===== config.mk =====
export PLATFORM = sky130hd
export DESIGN_NAME = eccpi_top
export DESIGN_NICKNAME = d
export VERILOG_FILES = /design/src/include/eccpi_pkg.sv /design/src/verilog/eccpi_top.sv /design/src/verilog/eccpi_counter.sv
export VERILOG_INCLUDE_DIRS = /design/src /design/src/include
export SDC_FILE = /design/constraint.sdc
export NUM_CORES = 1
export LEC_CHECK = 0
export BUFFER_PORTS_ARGS = -buffer_cell sky130_fd_sc_hd__buf_2
export CAP_MARGIN = 10
export CELL_PAD_IN_SITES_DETAIL_PLACEMENT = 1
export CELL_PAD_IN_SITES_GLOBAL_PLACEMENT = 1
export CORE_UTILIZATION = 42
export CTS_CLUSTER_DIAMETER = 30
export DETAILED_ROUTE_END_ITERATION = 10
export PLACE_DENSITY = 0.89
export REMOVE_ABC_BUFFERS = 1
export SETUP_SLACK_MARGIN = 0.2
export SYNTH_ARGS = -nofsm -noshare
export SYNTH_HDL_FRONTEND = slang
export SYNTH_SLANG_ARGS = --single-unit

===== constraint.sdc =====
create_clock -name mclk_i -period 5.5 [get_ports mclk_i]
set_input_delay 0.275 -clock mclk_i [delete_from_list [all_inputs] [get_ports mclk_i]]
set_output_delay 0.275 -clock mclk_i [all_outputs]
set_load 0.01 [all_outputs]

===== src/include/eccpi_params.svh =====
// Purpose: Offsets, field positions, reset values for the encoder counter image block
// Assumes: Included by its bare name from the package and design files
// Notes: Definitions only
`ifndef ECCPI_PARAMS_SVH
`define ECCPI_PARAMS_SVH

// ****************************************************************
// Register offsets on the plain register port
// ****************************************************************
`define ECCPI_ADDR_W 6
`define ECCPI_FEATURE_ADDR 6'h20
`define ECCPI_COUNT_ADDR 6'h21
`define ECCPI_LATCH_ADDR 6'h22

// ****************************************************************
// Feature register fields
// ****************************************************************
`define ECCPI_FEAT_CNT_MODE 15
`define ECCPI_FEAT_FULL_IMG 6
`define ECCPI_FEAT_HI_LOCK 5
`define ECCPI_FEAT_LO_LOCK 4
`define ECCPI_FEAT_CNT_MODE_RST 1'h0
`define ECCPI_FEAT_HI_LOCK_RST 1'h0
`define ECCPI_FEAT_LO_LOCK_RST 1'h0

// ****************************************************************
// Control octet fields
// ****************************************************************
`define ECCPI_CB_EN_LATCH_C 0
`define ECCPI_CB_SEL_LATCHED 1
`define ECCPI_CB_LOAD_REQ 2
`define ECCPI_CB_EN_LATCH_RISE 3
`define ECCPI_CB_EN_LATCH_FALL 4
`define ECCPI_CB_CLR_ON_LATCH 5

// ****************************************************************
// Status octet fields
// ****************************************************************
`define ECCPI_SB_LATCH_VALID 0
`define ECCPI_SB_SEL_LATCHED 1
`define ECCPI_SB_LOAD_ACK 2
`define ECCPI_SB_ZERO_IN 3
`define ECCPI_SB_GATE_IN 4

// ****************************************************************
// Image sizes and widths
// ****************************************************************
`define ECCPI_IMAGE_BYTES 5
`define ECCPI_WORD_W 32
`define ECCPI_OCTET_W 8

`endif


===== src/include/eccpi_pkg.sv =====
// Purpose: Types shared by the encoder counter image block
// Assumes: Parameter header is on the include path
// Notes: State of each module is one packed struct
`include "eccpi_params.svh"

package eccpi_pkg;

  typedef struct packed {
    logic cnt_mode;
    logic full_img;
    logic hi_lock;
    logic lo_lock;
  } eccpi_feat_t;

  typedef struct packed {
    eccpi_feat_t feat;
    logic [`ECCPI_OCTET_W-1:0] ctrl;
    logic [`ECCPI_WORD_W-1:0] preset;
    logic load_q;
    logic load_ack;
    logic [`ECCPI_OCTET_W-1:0] status;
    logic [`ECCPI_WORD_W-1:0] readback;
    logic [`ECCPI_WORD_W-1:0] rdata;
  } eccpi_top_state_t;

  typedef struct packed {
    logic [`ECCPI_WORD_W-1:0] cnt;
    logic [`ECCPI_WORD_W-1:0] latch;
    logic latch_valid;
    logic armed;
    logic en_q;
    logic a_q;
    logic b_q;
    logic c_q;
    logic gate_q;
  } eccpi_cnt_state_t;

endpackage


===== src/verilog/eccpi_top.sv =====
// Purpose: Feature configuration and cyclic process image of an encoder counter terminal
// Assumes: Coupler writes the output image with a one-cycle strobe; pins synchronous to mclk_i
// Notes: DUAL_VARIANT selects the two-channel flavour, which has no latch or zero input
//
// Design decisions made here: the plain register port and the register offsets.
`timescale 1ns/1ps
`default_nettype none
`include "eccpi_params.svh"

// Function
// - Counter-mode bit selects plain up/down counter
// - Full-image bit selects image with octets
// - High-lock bit: gate high locks counter
// - Low-lock bit: gate low locks counter
// - Five bytes each way: octet plus word
// - Input word carries live or latched value
// - Single-channel variant always uses full image
// - Two-channel variant starts in compact image
// - Latch-select clear: live; set: latched
// - Counter mode: B high down, low up
// - Load request loads counter from preset word
module eccpi_top #(
  parameter logic DUAL_VARIANT = 1'b0
) (
  input wire logic mclk_i,
  input wire logic resetn_i,
  input wire logic [`ECCPI_ADDR_W-1:0] reg_addr_i,
  input wire logic [`ECCPI_WORD_W-1:0] reg_wdata_i,
  input wire logic reg_wr_i,
  input wire logic reg_rd_i,
  output logic [`ECCPI_WORD_W-1:0] reg_rdata_o,
  input wire logic image_strobe_i,
  input wire logic [`ECCPI_OCTET_W-1:0] terminal_control_octet_i,
  input wire logic [`ECCPI_WORD_W-1:0] counter_preset_word_i,
  output logic [`ECCPI_OCTET_W-1:0] terminal_status_octet_o,
  output logic [`ECCPI_WORD_W-1:0] counter_readback_word_o,
  output logic full_image_o,
  input wire logic a_i,
  input wire logic b_i,
  input wire logic c_i,
  input wire logic gate_i
);
  import eccpi_pkg::*;

  eccpi_top_state_t st_ff;
  eccpi_top_state_t nxt_st;

  logic full_eff;
  logic [`ECCPI_OCTET_W-1:0] ctrl_eff;
  logic lock;
  logic load_pulse;
  logic latch_pins;
  logic [`ECCPI_WORD_W-1:0] count;
  logic [`ECCPI_WORD_W-1:0] latch_val;
  logic latch_valid;

  // ****************************************************************
  // Image mode and effective control
  // ****************************************************************
  // Single channel ignores the coupler's compact setting
  // Two channel needs the full-image bit
  assign full_eff = ~DUAL_VARIANT | st_ff.feat.full_img;
  // Without octets in the image the control octet reads as idle
  assign ctrl_eff = full_eff ? st_ff.ctrl : 8'h00;
  // Latch and zero inputs exist only on the single-channel flavour
  assign latch_pins = ~DUAL_VARIANT;
  // Gate level lock, either polarity
  assign lock = (st_ff.feat.hi_lock & gate_i) | (st_ff.feat.lo_lock & ~gate_i);
  // Load on the rising edge of the request bit
  assign load_pulse = ctrl_eff[`ECCPI_CB_LOAD_REQ] & ~st_ff.load_q;

  // ****************************************************************
  // Counter core
  // ****************************************************************
  eccpi_counter u_counter (
    .mclk_i(mclk_i),
    .resetn_i(resetn_i),
    .a_i(a_i),
    .b_i(b_i),
    .c_i(c_i & latch_pins),
    .gate_i(gate_i),
    .cnt_mode_i(st_ff.feat.cnt_mode),
    .lock_i(lock),
    .load_i(load_pulse),
    .load_val_i(st_ff.preset),
    .en_latch_c_i(ctrl_eff[`ECCPI_CB_EN_LATCH_C] & latch_pins),
    .en_latch_rise_i(ctrl_eff[`ECCPI_CB_EN_LATCH_RISE] & latch_pins),
    .en_latch_fall_i(ctrl_eff[`ECCPI_CB_EN_LATCH_FALL] & latch_pins),
    .clr_on_latch_i(ctrl_eff[`ECCPI_CB_CLR_ON_LATCH] & latch_pins),
    .count_o(count),
    .latch_o(latch_val),
    .latch_valid_o(latch_valid)
  );

  // ****************************************************************
  // Next state
  // ****************************************************************
  always_comb begin
    nxt_st = st_ff;
    // Feature register write
    if (reg_wr_i && (reg_addr_i == `ECCPI_FEATURE_ADDR)) begin
      nxt_st.feat.cnt_mode = reg_wdata_i[`ECCPI_FEAT_CNT_MODE];
      nxt_st.feat.full_img = reg_wdata_i[`ECCPI_FEAT_FULL_IMG];
      nxt_st.feat.hi_lock = reg_wdata_i[`ECCPI_FEAT_HI_LOCK];
      nxt_st.feat.lo_lock = reg_wdata_i[`ECCPI_FEAT_LO_LOCK];
    end
    // Output image: control octet and preset word
    if (image_strobe_i) begin
      nxt_st.ctrl = terminal_control_octet_i;
      nxt_st.preset = counter_preset_word_i;
    end
    nxt_st.load_q = ctrl_eff[`ECCPI_CB_LOAD_REQ];
    // Acknowledge follows the request once the load has happened
    if (load_pulse) begin
      nxt_st.load_ack = 1'b1;
    end else if (!ctrl_eff[`ECCPI_CB_LOAD_REQ]) begin
      nxt_st.load_ack = 1'b0;
    end
    // Input word: live or latched value
    if (ctrl_eff[`ECCPI_CB_SEL_LATCHED]) begin
      nxt_st.readback = latch_val;
    end else begin
      nxt_st.readback = count;
    end
    // Status octet, all zero in the compact image
    nxt_st.status = 8'h00;
    if (full_eff) begin
      nxt_st.status[`ECCPI_SB_LATCH_VALID] = latch_valid;
      nxt_st.status[`ECCPI_SB_SEL_LATCHED] = ctrl_eff[`ECCPI_CB_SEL_LATCHED];
      nxt_st.status[`ECCPI_SB_LOAD_ACK] = st_ff.load_ack;
      nxt_st.status[`ECCPI_SB_ZERO_IN] = c_i & latch_pins;
      nxt_st.status[`ECCPI_SB_GATE_IN] = gate_i & latch_pins;
    end
    // Register read, data stands one cycle later
    nxt_st.rdata = 32'h0000_0000;
    if (reg_rd_i) begin
      case (reg_addr_i)
        `ECCPI_FEATURE_ADDR: begin
          nxt_st.rdata[`ECCPI_FEAT_CNT_MODE] = st_ff.feat.cnt_mode;
          nxt_st.rdata[`ECCPI_FEAT_FULL_IMG] = full_eff;
          nxt_st.rdata[`ECCPI_FEAT_HI_LOCK] = st_ff.feat.hi_lock;
          nxt_st.rdata[`ECCPI_FEAT_LO_LOCK] = st_ff.feat.lo_lock;
        end
        `ECCPI_COUNT_ADDR: begin
          nxt_st.rdata = count;
        end
        `ECCPI_LATCH_ADDR: begin
          nxt_st.rdata = latch_val;
        end
        default: begin
          nxt_st.rdata = 32'h0000_0000;
        end
      endcase
    end
  end

  // ****************************************************************
  // State register
  // ****************************************************************
  always_ff @(posedge mclk_i) begin
    if (!resetn_i) begin
      st_ff <= '0;
      st_ff.feat.cnt_mode <= `ECCPI_FEAT_CNT_MODE_RST;
      st_ff.feat.full_img <= ~DUAL_VARIANT;
      st_ff.feat.hi_lock <= `ECCPI_FEAT_HI_LOCK_RST;
      st_ff.feat.lo_lock <= `ECCPI_FEAT_LO_LOCK_RST;
    end else begin
      st_ff <= nxt_st;
    end
  end

  // ****************************************************************
  // Outputs
  // ****************************************************************
  assign reg_rdata_o = st_ff.rdata;
  assign terminal_status_octet_o = st_ff.status;
  assign counter_readback_word_o = st_ff.readback;
  assign full_image_o = full_eff;

endmodule
`default_nettype wire


===== src/verilog/eccpi_counter.sv =====
// Purpose: 32-bit position counter with quadrature or up/down counting, lock and latch
// Assumes: Pin inputs are synchronous to mclk_i
// Notes: Load has priority over latch clear, which has priority over counting
`timescale 1ns/1ps
`default_nettype none
`include "eccpi_params.svh"

module eccpi_counter (
  input wire logic mclk_i,
  input wire logic resetn_i,
  input wire logic a_i,
  input wire logic b_i,
  input wire logic c_i,
  input wire logic gate_i,
  input wire logic cnt_mode_i,
  input wire logic lock_i,
  input wire logic load_i,
  input wire logic [`ECCPI_WORD_W-1:0] load_val_i,
  input wire logic en_latch_c_i,
  input wire logic en_latch_rise_i,
  input wire logic en_latch_fall_i,
  input wire logic clr_on_latch_i,
  output logic [`ECCPI_WORD_W-1:0] count_o,
  output logic [`ECCPI_WORD_W-1:0] latch_o,
  output logic latch_valid_o
);
  import eccpi_pkg::*;

  eccpi_cnt_state_t st_ff;
  eccpi_cnt_state_t nxt_st;

  // ****************************************************************
  // Next state
  // ****************************************************************
  always_comb begin
    logic up;
    logic down;
    logic any_en;
    logic hit;
    up = 1'b0;
    down = 1'b0;
    nxt_st = st_ff;
    any_en = en_latch_c_i | en_latch_rise_i | en_latch_fall_i;
    hit = st_ff.armed & ((en_latch_rise_i & gate_i & ~st_ff.gate_q) |
                         (en_latch_fall_i & ~gate_i & st_ff.gate_q) |
                         (en_latch_c_i & c_i & ~st_ff.c_q));
    if (cnt_mode_i) begin
      // Count on rising A, B high counts down
      if (a_i & ~st_ff.a_q) begin
        up = ~b_i;
        down = b_i;
      end
    end else begin
      // Quadrature: one step per A or B transition
      if ((a_i ^ st_ff.a_q) ^ (b_i ^ st_ff.b_q)) begin
        up = a_i ^ st_ff.b_q;
        down = b_i ^ st_ff.a_q;
      end
    end
    if (load_i) begin
      nxt_st.cnt = load_val_i;
    end else if (hit & clr_on_latch_i) begin
      nxt_st.cnt = '0;
    end else if (!lock_i) begin
      // A lock freezes the value; counting resumes from it
      if (up) begin
        nxt_st.cnt = st_ff.cnt + 32'h0000_0001;
      end else if (down) begin
        nxt_st.cnt = st_ff.cnt - 32'h0000_0001;
      end
    end
    // Arm when a latch source is enabled while none was enabled before, capture the first edge only
    if (any_en & ~st_ff.en_q) begin
      nxt_st.armed = 1'b1;
    end else if (!any_en) begin
      nxt_st.armed = 1'b0;
    end
    if (!any_en) begin
      nxt_st.latch_valid = 1'b0;
    end
    if (hit) begin
      nxt_st.latch = st_ff.cnt;
      nxt_st.latch_valid = 1'b1;
      nxt_st.armed = 1'b0;
    end
    nxt_st.en_q = any_en;
    nxt_st.a_q = a_i;
    nxt_st.b_q = b_i;
    nxt_st.c_q = c_i;
    nxt_st.gate_q = gate_i;
  end

  // ****************************************************************
  // State register
  // ****************************************************************
  always_ff @(posedge mclk_i) begin
    if (!resetn_i) begin
      st_ff <= '0;
    end else begin
      st_ff <= nxt_st;
    end
  end

  assign count_o = st_ff.cnt;
  assign latch_o = st_ff.latch;
  assign latch_valid_o = st_ff.latch_valid;

endmodule
`default_nettype wire


==> results of run 1 <==
-- worst max-delay path by stage --
stage                                             start                                 end  slack, ns  cells after the start
after floorplan           u_counter.st_ff[3]$_SDFF_PN0_  u_counter.count_o[30]$_SDFFE_PN0P_       1.39                     11
after global placement                              a_i  u_counter.count_o[26]$_SDFFE_PN0P_       1.51                     15
after detailed placement                            a_i  u_counter.count_o[30]$_SDFFE_PN0P_       1.26                     15
after CTS                 u_counter.st_ff[3]$_SDFF_PN0_  u_counter.count_o[30]$_SDFFE_PN0P_       1.20                     15
after global routing      u_counter.st_ff[3]$_SDFF_PN0_  u_counter.count_o[30]$_SDFFE_PN0P_       0.81                     15
final                     u_counter.st_ff[3]$_SDFF_PN0_  u_counter.count_o[30]$_SDFFE_PN0P_       1.17                     15
-- synthesized netlist by cell type, drive strengths merged, types with 3 or more instances --
master	count	share of area
nor4	9	0.0062
o211ai	5	0.0041
nand3	21	0.012
nand2b	3	0.0021
a221oi	7	0.0068
and2	12	0.0083
a21oi	37	0.020
or3	12	0.0088
and3	8	0.0055
a21boi	33	0.027
a22oi	32	0.027
inv	10	0.0041
a22o	5	0.0048
buf	85	0.067
nor2b	76	0.052
mux2i	89	0.098
nor3	13	0.0084
or2	7	0.0048
nor2	73	0.030
a31oi	11	0.0076
a21o	6	0.0050
nor3b	7	0.0058
nor4b	4	0.0039
or4	8	0.0076
xnor2	17	0.016
nand3b	4	0.0033
a31o	3	0.0029
nand4	5	0.0035
ha	3	0.0041
a211oi	4	0.0033
nand2	108	0.045
o21ai	33	0.019
o22ai	3	0.0021
clkbuf	78	0.032
dfxtp	181	0.40
xor2	8	0.0077
-- state kept, by name, summed over array words and instances (netlist names) --
name,count
reg_rdata_o,32
terminal_status_octet_o,5
counter_readback_word_o,32
ctrl_eff,6
nxt_st,1
u_counter.st_ff,4
u_counter.count_o,32
st_ff,36
u_counter.latch_valid_o,1
u_counter.latch_o,32
-- power by group --
| part | leakage [nW] | total (mW) | internal (mW) | switching (mW) |
|---|---|---|---|---|
| logic | 2.12 | 0.856 | 0.373 | 0.483 |
| clock network | 0.302 | 1.30 | 0.741 | 0.555 |
| registers | 1.47 | 1.58 | 1.40 | 0.177 |
-- critical path: cells and delay by family, from the launching register on --
family | cells | cell delay (ns)
xor+xnor | 2 | 0.51
mux | 1 | 0.23
buf+inv | 2 | 0.26
flops | 1 | 0.35
simple gates | 4 | 1.34
fa+ha+maj | 2 | 0.62
compound gates | 4 | 0.93
-- per-stage QoR --
stage	area (um2)	setup WS [ns]
final	9880	1.17
after global routing	9880	0.808
after CTS	9880	1.20
after detailed placement	9250	1.26
after global placement	9250	1.51
after floorplan	8170	1.39
-- logic make-up after synthesis --
logic type,count (synthesis)
flops,181
fa+ha+maj,3
compound gates,199
mux,91
simple gates,380
xor+xnor,25
buf+inv,173
other cells,2
-- layout by cell type (no fill, tap or decap), drive strengths merged, types with 8 or more instances in the layout --
| cell type | count |
|---|---|
| a21boi | 33 |
| a21oi | 37 |
| a22oi | 32 |
| a31oi | 11 |
| and2 | 12 |
| and3 | 8 |
| buf | 138 |
| clkbuf | 18 |
| dfxtp | 181 |
| inv | 17 |
| mux2i | 89 |
| nand2 | 108 |
| nand3 | 21 |
| nor2 | 73 |
| nor2b | 76 |
| nor3 | 13 |
| nor4 | 9 |
| o21ai | 33 |
| or3 | 12 |
| or4 | 8 |
| xnor2 | 17 |
| xor2 | 8 |
-- final cells by class --
cell class / instances / area share
Clock buffer: 18 / 0.0445
Multi-Input combinational cell: 702 / 0.457
Sequential cell: 181 / 0.367
Clock inverter: 14 / 0.0188
Timing Repair Buffer: 138 / 0.0737
Tap cell: 275 / 0.0348
Inverter: 10 / 0.00380
-- routing by layer --
| layer | part of all wire | track usage |
|---|---|---|
| met1 | 0.45 | 0.309 |
| met3 | 0.043 | 0.0339 |
| met5 | 0 | 0 |
| met2 | 0.49 | 0.393 |
| met4 | 0.018 | 0.0847 |
==> flow_metrics.tcl, run 1 <==
set metrics [dict create \
    outcome "complete, no violations" \
    hold_depth 2 \
    r2r_slack_ns 1.17 \
    clk_pin_slew_worst_paths_ns 0.07 \
    critical_path_class "flip-flop to flip-flop" \
    die_h_um 149 \
    coreArea_um2 21100 \
    drt-vias-per-instance 5.64 \
    fin_crit_sh 0.788 \
    synth.distinct_cells 67 \
    peakVddDrop_mv 0.185 \
    hpwl_um 17600 \
    grt_antenna_before_repair 0 \
    synth_compound_area_frac 0.149 \
    crit_chain "inv_1, ha_1, xnor2_1, mux2i_1, buf_4, nand2_1, xnor2_1, ha_1, nand3_1, nor3_1, o221ai_1, nor4_1, a311oi_1, a31o_2, a22oi_1" \
    cts.path.max_buffers 2 \
    num_antenna_cells 0 \
    worstSkewPairLatency_ns 0.44 \
    drive_above_1_share 0.184 \
    wl_per_cell_um 19.2 \
    ff2ff_path_depth 15 \
    reg2reg_to "u_counter.count_o[30]$_SDFFE_PN0P_" \
    place_inst 1306 \
    end_kind "flip-flop" \
    worstPathArrival_ns 4.69 \
    cts_root_buf "clkbuf_16" \
    cts_htree_levels 4 \
    skew_ns 0.0110 \
    numPortBuffers 124 \
    cts_sinks 181 \
    fillers 2482 \
    cts_tree "done" \
    synth_top_family_by_area "simple AND/OR/NAND/NOR gates" \
    post-route-util 0.468 \
    grt_max_degree 99 \
    syn-cell-area_um2 9060 \
    synth_fa_ha_area_frac 0.00414 \
    drv_cap 0 \
    ctsResizeCount 0 \
    synth_edf_count 0 \
    cts_inserted_buffers 17 \
    seq_area_um2 3620 \
    min-delay-start "c_i" \
    fin_cells 1338 \
    max-slew-margin-rel 0.345 \
    drtPass1Iterations 4 \
    p_leak_nw 3.90 \
    synthArstFlopShare 0 \
    yosys_most_used_dff "dfxtp_1" \
    routed_wl_um 25700 \
    synthCells 1054 \
    gp_congestion 0.873 \
    hp-class "primary input to flip-flop" \
    min_period_ns 4.33 \
    final-hold-violation-count 0 \
    grt_pass1_vias 7737 \
    yosys_warnings 0 \
    fmax_mhz 231 \
    multiInputGateArea_um2 4520 \
    via_count 7549 \
    start_util 0.430 \
    crit_required_ns 5.85 \
    crit_path_max_incr_delay_ns 0.73 \
    grt_pass1_wl_um 41100 \
    hold_end "terminal_status_octet_o[3]$_SDFF_PN0_" \
    hold_buffers 0 \
    rsz0062_at_grt "no" \
    finalNetCount 1140 \
    io_pins 160 \
    setup_tns_ns 0 \
    area_growth_syn_to_layout_pct 8.97 \
    synthSimpleGateAreaFrac 0.217 \
    drc 0 \
    whs_ns 0.0636 \
    cts_setup_buffers 0 \
    grt_overflow 0 \
    r2r-start "u_counter.st_ff[3]$_SDFF_PN0_" \
    slew_viol_final 0 \
    ys_ff_latch 181 \
    ant_nets 0 \
    path_max_fanout 8 \
    slowest_stage "nor4_1" \
    drt_iter0_drc 437 \
    pwr_density_cell_nw_per_um2 377 \
    track_usage 0.236 \
    fp.dieW_um 149 \
    tightest_slew_ns 0.979 \
    p_total_mw 3.73 \
    die_area_um2 22200 \
    startpoint_type "flip-flop" \
    synth_xor_area_frac 0.0242 \
    avgSynthCellArea_um2 8.60 \
    finalSetupViolCount 0 \
    rows 53 \
    yosysSeqAreaShare 0.400 \
    synth_mux_area_frac 0.101 \
]
(Power assumes the default switching activity.)
==> run 2: changes to the inputs <==
Clock period 5.5 ns to 4.5 ns, I/O delays scaled along.
==> run 2 against run 1 <==
Effect of this change: cell area increased by 0.22%; via count increased by 1.0%; critical path depth increased by 1; global-route usage increased by 0.28 points; first-iteration DRC count increased by 24%; fmax increased by 10%; register-to-register slack got worse by 0.61 ns; highest routed layer unchanged.
==> flow_metrics.tcl, run 2 (synthesis gave the netlist of run 1 again) <==
set metrics [dict create \
    outcome "complete, no violations" \
    hp-class "primary input to flip-flop" \
    min_period_ns 3.94 \
    die_h_um 149 \
    grt_pass1_vias 7777 \
    post-route-util 0.469 \
    start_util 0.430 \
    fin_crit_sh 0.875 \
    slowest_stage "ha_1" \
    netSwitchingPower_mw 1.50 \
    cts_inserted_buffers 17 \
    final_cell_mix "dfxtp_1, buf_2, nand2_1" \
    rsz0062_at_grt "no" \
    fillers 2506 \
    grt_overflow 0 \
    p_leak_nw 3.91 \
    worstSkewPairLatency_ns 0.44 \
    path_max_fanout 8 \
    seq_area_um2 3620 \
    crit_chain "inv_1, ha_1, xnor2_2, mux2i_1, buf_4, nand2_1, xnor2_1, ha_1, nand3_1, nor3_1, o221ai_1, nor4_1, buf_4, a311oi_1, a31o_2, a22oi_1" \
    drt-vias-per-instance 5.68 \
    grt_antenna_before_repair 0 \
    place_inst 1309 \
    drive_above_1_share 0.188 \
    slew_viol_final 0 \
    drtPass1Iterations 5 \
    finalSetupViolCount 0 \
    fmax_mhz 254 \
    grt_pass1_wl_um 41300 \
    rows 53 \
    cts_root_buf "clkbuf_16" \
    max-slew-margin-rel 0.194 \
    coreArea_um2 21100 \
    skew_ns 0.00902 \
    crit_required_ns 4.86 \
    hpwl_um 17400 \
    multiInputGateArea_um2 4520 \
    end_kind "flip-flop" \
    peakVddDrop_mv 0.190 \
    drt_iter0_drc 542 \
    p_clk_frac 0.333 \
    clk_pin_slew_worst_paths_ns 0.07 \
    gp_congestion 0.890 \
    grt_max_degree 87 \
    drv_cap 0 \
    p_comb_frac 0.235 \
    regMostFlops "st_ff" \
    via_count 7625 \
    finalNetCount 1145 \
    startpoint_type "flip-flop" \
    cts_htree_levels 4 \
    wl_per_cell_um 19.3 \
    ant_nets 0 \
    tightest_slew_ns 1.21 \
    whs_ns 0.0427 \
    cts_sinks 181 \
    p_int_mw 2.96 \
    mostFrequentLayoutCell "dfxtp_1" \
    cts_tree "done" \
    cp_top_family "simple AND/OR/NAND/NOR gates" \
    cp_num_buf_inv 3 \
    p_total_mw 4.46 \
    num_antenna_cells 0 \
    die_area_um2 22200 \
    cts.path.max_buffers 2 \
    critical_path_class "flip-flop to flip-flop" \
    track_usage 0.239 \
    final-hold-violation-count 0 \
    routed_wl_um 25900 \
    largest_register_ff_count 36 \
    drc 0 \
    seq_power_share 0.433 \
    area_growth_syn_to_layout_pct 9.21 \
    io_pins 160 \
    fin_cells 1343 \
    swShare 0.337 \
    numPortBuffers 124 \
    worstPathArrival_ns 4.29 \
    cts_setup_buffers 0 \
    setup_tns_ns 0 \
    crit_path_max_incr_delay_ns 0.36 \
    fp.dieW_um 149 \
    pwr_density_cell_nw_per_um2 451 \
]
## run 2: timing repair
item	CTS	global route
endpoints found under the hold margin	1	0
hold buffers	1	0
gates resized for setup	0	1
endpoints found under the setup margin	0	2
## run 2: power groups by stage
stage / logic [mW] / clock network [mW] / registers (mW)
finish: 1.05 / 1.49 / 1.93
global route: 1.15 / 1.58 / 1.95
CTS: 1.04 / 1.52 / 1.92
detailed placement: 1.01 / 0 / 1.96
global placement: 0.981 / 0 / 1.94
floorplan: 0.711 / 0 / 1.88
## run 2: area by class of cell
class,count,share of cell area
clock buffers,17,0.0430
clock inverters,15,0.0167
inverters,10,0.00379
multi-input cells,702,0.457
flip-flops and latches,181,0.366
well taps,275,0.0348
repair buffers,143,0.0784
## run 2: worst paths after layout
path	startpoint	to	slack, ns	cells after the start
worst max-delay path	u_counter.st_ff[3]$_SDFF_PN0_	u_counter.count_o[30]$_SDFFE_PN0P_	0.56	16
worst min-delay path	terminal_control_octet_i[2]	ctrl_eff[2]$_SDFFE_PN0P_	0.04	3
worst max register to register	u_counter.st_ff[3]$_SDFF_PN0_	u_counter.count_o[30]$_SDFFE_PN0P_	0.56	16
worst min register to register	nxt_st[66]$_SDFFE_PN0P_	terminal_status_octet_o[2]$_SDFF_PN0_	0.48	1
## run 2: stage by stage
step	cell area, um2	setup slack (ns)
2_1_floorplan	8170	0.389
3_3_place_gp	9270	0.828
3_5_place_dp	9270	0.621
4_1_cts	9870	0.471
5_1_grt	9900	0.274
6_report	9900	0.561
## run 2: worst min-delay path, stage by stage
cell	delay, ns
buf_2	0.08
mux2i_1	0.05
nor2b_1	0.09
## run 2: per-layer routing
layer  vias to the layer above  GRT usage  wire, um
met5                         -          0         0
met4                         0      0.103       702
met3                        47     0.0336      1190
met2                       245      0.402     12600
li1                       3570          -         -
met1                      3763      0.303     11500
==> run 3: changes to the inputs <==
Settings changed: CORE_MARGIN from default to 2, CORE_UTILIZATION 42 to 43, PLACE_DENSITY 0.89 to 0.9, SYNTH_HIERARCHICAL from default to 1.
==> run 3 against run 2 <==
Effect of this change: die area increased by 6.4%; combinational power increased by 11%; clock skew increased by 0.0052 ns; fmax increased by 0.97%; sequential power increased by 2%; routed wire length decreased by 2.2%; largest power group unchanged.
==> flow_metrics.tcl, run 3 <==
set metrics [dict create \
    outcome "complete, no violations" \
    peakVddDrop_mv 0.246 \
    drive_above_1_share 0.188 \
    fp.dieW_um 154 \
    routed_wl_um 25400 \
    crit_required_ns 4.80 \
    grt_overflow 0 \
    via_count 7352 \
    path_max_fanout 10 \
    setup_tns_ns 0 \
    place_inst 1283 \
    drc 0 \
    finalSetupViolCount 0 \
    crit_path_max_incr_delay_ns 0.42 \
    yosysSeqAreaShare 0.381 \
    die_area_um2 23600 \
    ys_top_cells_by_count "dfxtp_1, buf_4, mux2i_1" \
    coreArea_um2 21900 \
    rsz0062_at_grt "no" \
    hp-class "primary input to flip-flop" \
    grtUsageMet3 0.0335 \
    io_pins 160 \
    pwr_density_cell_nw_per_um2 470 \
    cts_setup_buffers 0 \
    min_period_ns 3.90 \
    synth_most_common_cell "dfxtp_1" \
    syn-cell-area_um2 9620 \
    swShare 0.356 \
    p_comb_frac 0.255 \
    drt_iter0_drc 557 \
    crit_chain "inv_1, ha_1, xnor2_1, mux2i_4, nand2_1, xnor2_1, ha_2, and3_1, nand4_1, a21o_1, nor4_2, buf_4, nand2_1, o311ai_1, mux2i_1, nand3_1" \
    worstSkewPairLatency_ns 0.43 \
    grt_pass1_vias 7626 \
    fin_cells 1315 \
    grt_max_degree 54 \
    cts_sinks 183 \
    p_leak_nw 3.74 \
    fin_crit_sh 0.867 \
    yosys_warnings 6 \
    max-slew-margin-rel 0.216 \
    avgSynthCellArea_um2 8.86 \
    start_util 0.439 \
    hpwl_um 16900 \
    cts.path.max_buffers 2 \
    mostFrequentLayoutCell "dfxtp_1" \
    p_int_mw 2.95 \
    fmax_mhz 256 \
    ys_ff_latch 183 \
    gp_congestion 0.878 \
    cts_tree "done" \
    p_clk_frac 0.315 \
    wl_per_cell_um 19.3 \
    synth_area_leaders "dfxtp_1, mux2i_1, buf_4, nor2b_1, nor2_1" \
    final-hold-violation-count 0 \
    synth_top_area_cell "dfxtp_1" \
    cts_inserted_buffers 17 \
    cts_root_buf "clkbuf_16" \
    cts_htree_levels 4 \
    yosys_most_used_dff "dfxtp_1" \
    drt-vias-per-instance 5.59 \
    worstPathArrival_ns 4.20 \
    track_usage 0.217 \
    num_antenna_cells 0 \
    gr-usage-met2 0.360 \
    tightest_slew_ns 1.18 \
    seq_power_share 0.430 \
    grt_antenna_before_repair 0 \
    yosysTopAreaCellShare 0.381 \
    ant_nets 0 \
    rows 54 \
    drv_cap 0 \
    startpoint_type "flip-flop" \
    drtPass1Iterations 5 \
    finalNetCount 1112 \
    area_growth_syn_to_layout_pct 1.33 \
    final_cell_mix "dfxtp_1, buf_2, mux2i_1" \
    end_kind "flip-flop" \
    cp_num_buf_inv 2 \
    netSwitchingPower_mw 1.63 \
    numPortBuffers 124 \
    busiest_layer "met2" \
    synth_edf_count 0 \
    die_h_um 154 \
    grt_pass1_wl_um 41800 \
    use_met1 0.290 \
    critical_path_class "flip-flop to flip-flop" \
    slew_viol_final 0 \
    cp_top_family "simple AND/OR/NAND/NOR gates" \
    synthCells 1086 \
    synth.distinct_cells 76 \
    regMostFlops "st_ff" \
    skew_ns 0.0142 \
    largest_register_ff_count 36 \
    clk_pin_slew_worst_paths_ns 0.08 \
    synthArstFlopShare 0 \
    slowest_stage "mux2i_4" \
]
[run 3: cell types whose count changed after synthesis, moves of 8 or more]
cell,change
or3_1,-8
nor3_1,+11
nand4_1,+10
a21boi_0,-32
clkbuf_1,-40
nor2_1,+32
o21ai_0,+9
buf_2,+11
buf_6,+10
mux2i_1,+25
buf_4,+76
nand2_1,-45
[run 3: final cells by class]
class / instances / area (um2)
Clock buffer: 17 / 425
Multi-Input combinational cell: 675 / 4430
Sequential cell: 183 / 3660
Fill cell: 2603 / 12100
Inverter: 11 / 41.3
Clock inverter: 15 / 135
Tap cell: 280 / 350
Timing Repair Buffer: 134 / 696
[run 3: what timing repair did]
action	4_1_cts	5_1_grt
hold buffers	0	0
gates resized for setup	0	2
setup endpoints to repair	0	1
[run 3: worst paths after layout]
check	start	end	slack, ns	cells after the start
setup reg to reg	u_counter/st_ff[3]$_SDFF_PN0_	u_counter/count_o[30]$_SDFFE_PN0P_	0.60	16
hold / removal	c_i	u_counter/st_ff[1]$_SDFF_PN0_	0.03	2
hold reg to reg	st_ff[73]$_SDFF_PN0_	nxt_st[66]$_SDFFE_PN0P_	0.44	1
setup / recovery	u_counter/st_ff[3]$_SDFF_PN0_	u_counter/count_o[30]$_SDFFE_PN0P_	0.60	16
[run 3: logic make-up (layout without fill, tap and decap cells)]
logic type                 Yosys count  in the layout  share of synthesized area
muxes                              118            118                      0.124
xor gates and xnor gates            29             29                     0.0264
other                                2              4                   0.000781
AOI/OAI and AO/OA                  163            163                      0.110
buffers and inverters              230            177                      0.160
and+or+nand+nor                    358            358                      0.194
DFF                                183            183                      0.381
adders and majority gates            3              3                    0.00390
[run 3: per-layer routing]
layer / routed length (um) / part of all wire
met1: 11600 / 0.46
met2: 12400 / 0.49
met3: 1010 / 0.040
met4: 414 / 0.016
met5: 0 / 0
[run 3: stage by stage]
stage | area [um2] | util | hold slack, ns | worst slack [ns] | total power [mW]
after floorplan | 8130 | - | 0.341 | 0.351 | 2.71
after global placement | 9170 | 0.419 | 0.430 | 0.689 | 3.05
after detailed placement | 9170 | 0.419 | 0.435 | 0.588 | 3.10
after CTS | 9730 | 0.445 | 0.0219 | 0.494 | 4.58
after global routing | 9750 | 0.445 | 0.0343 | 0.279 | 4.80
final | 9750 | 0.445 | 0.0312 | 0.599 | 4.58
[run 3: power groups by stage]
stage / Sequential (mW) / Combinational (mW) / Clock (mW)
2_1_floorplan: 1.93 / 0.788 / 0
3_3_place_gp: 1.98 / 1.07 / 0
3_5_place_dp: 1.99 / 1.10 / 0
4_1_cts: 1.96 / 1.14 / 1.47
5_1_grt: 1.99 / 1.27 / 1.54
6_report: 1.97 / 1.17 / 1.44
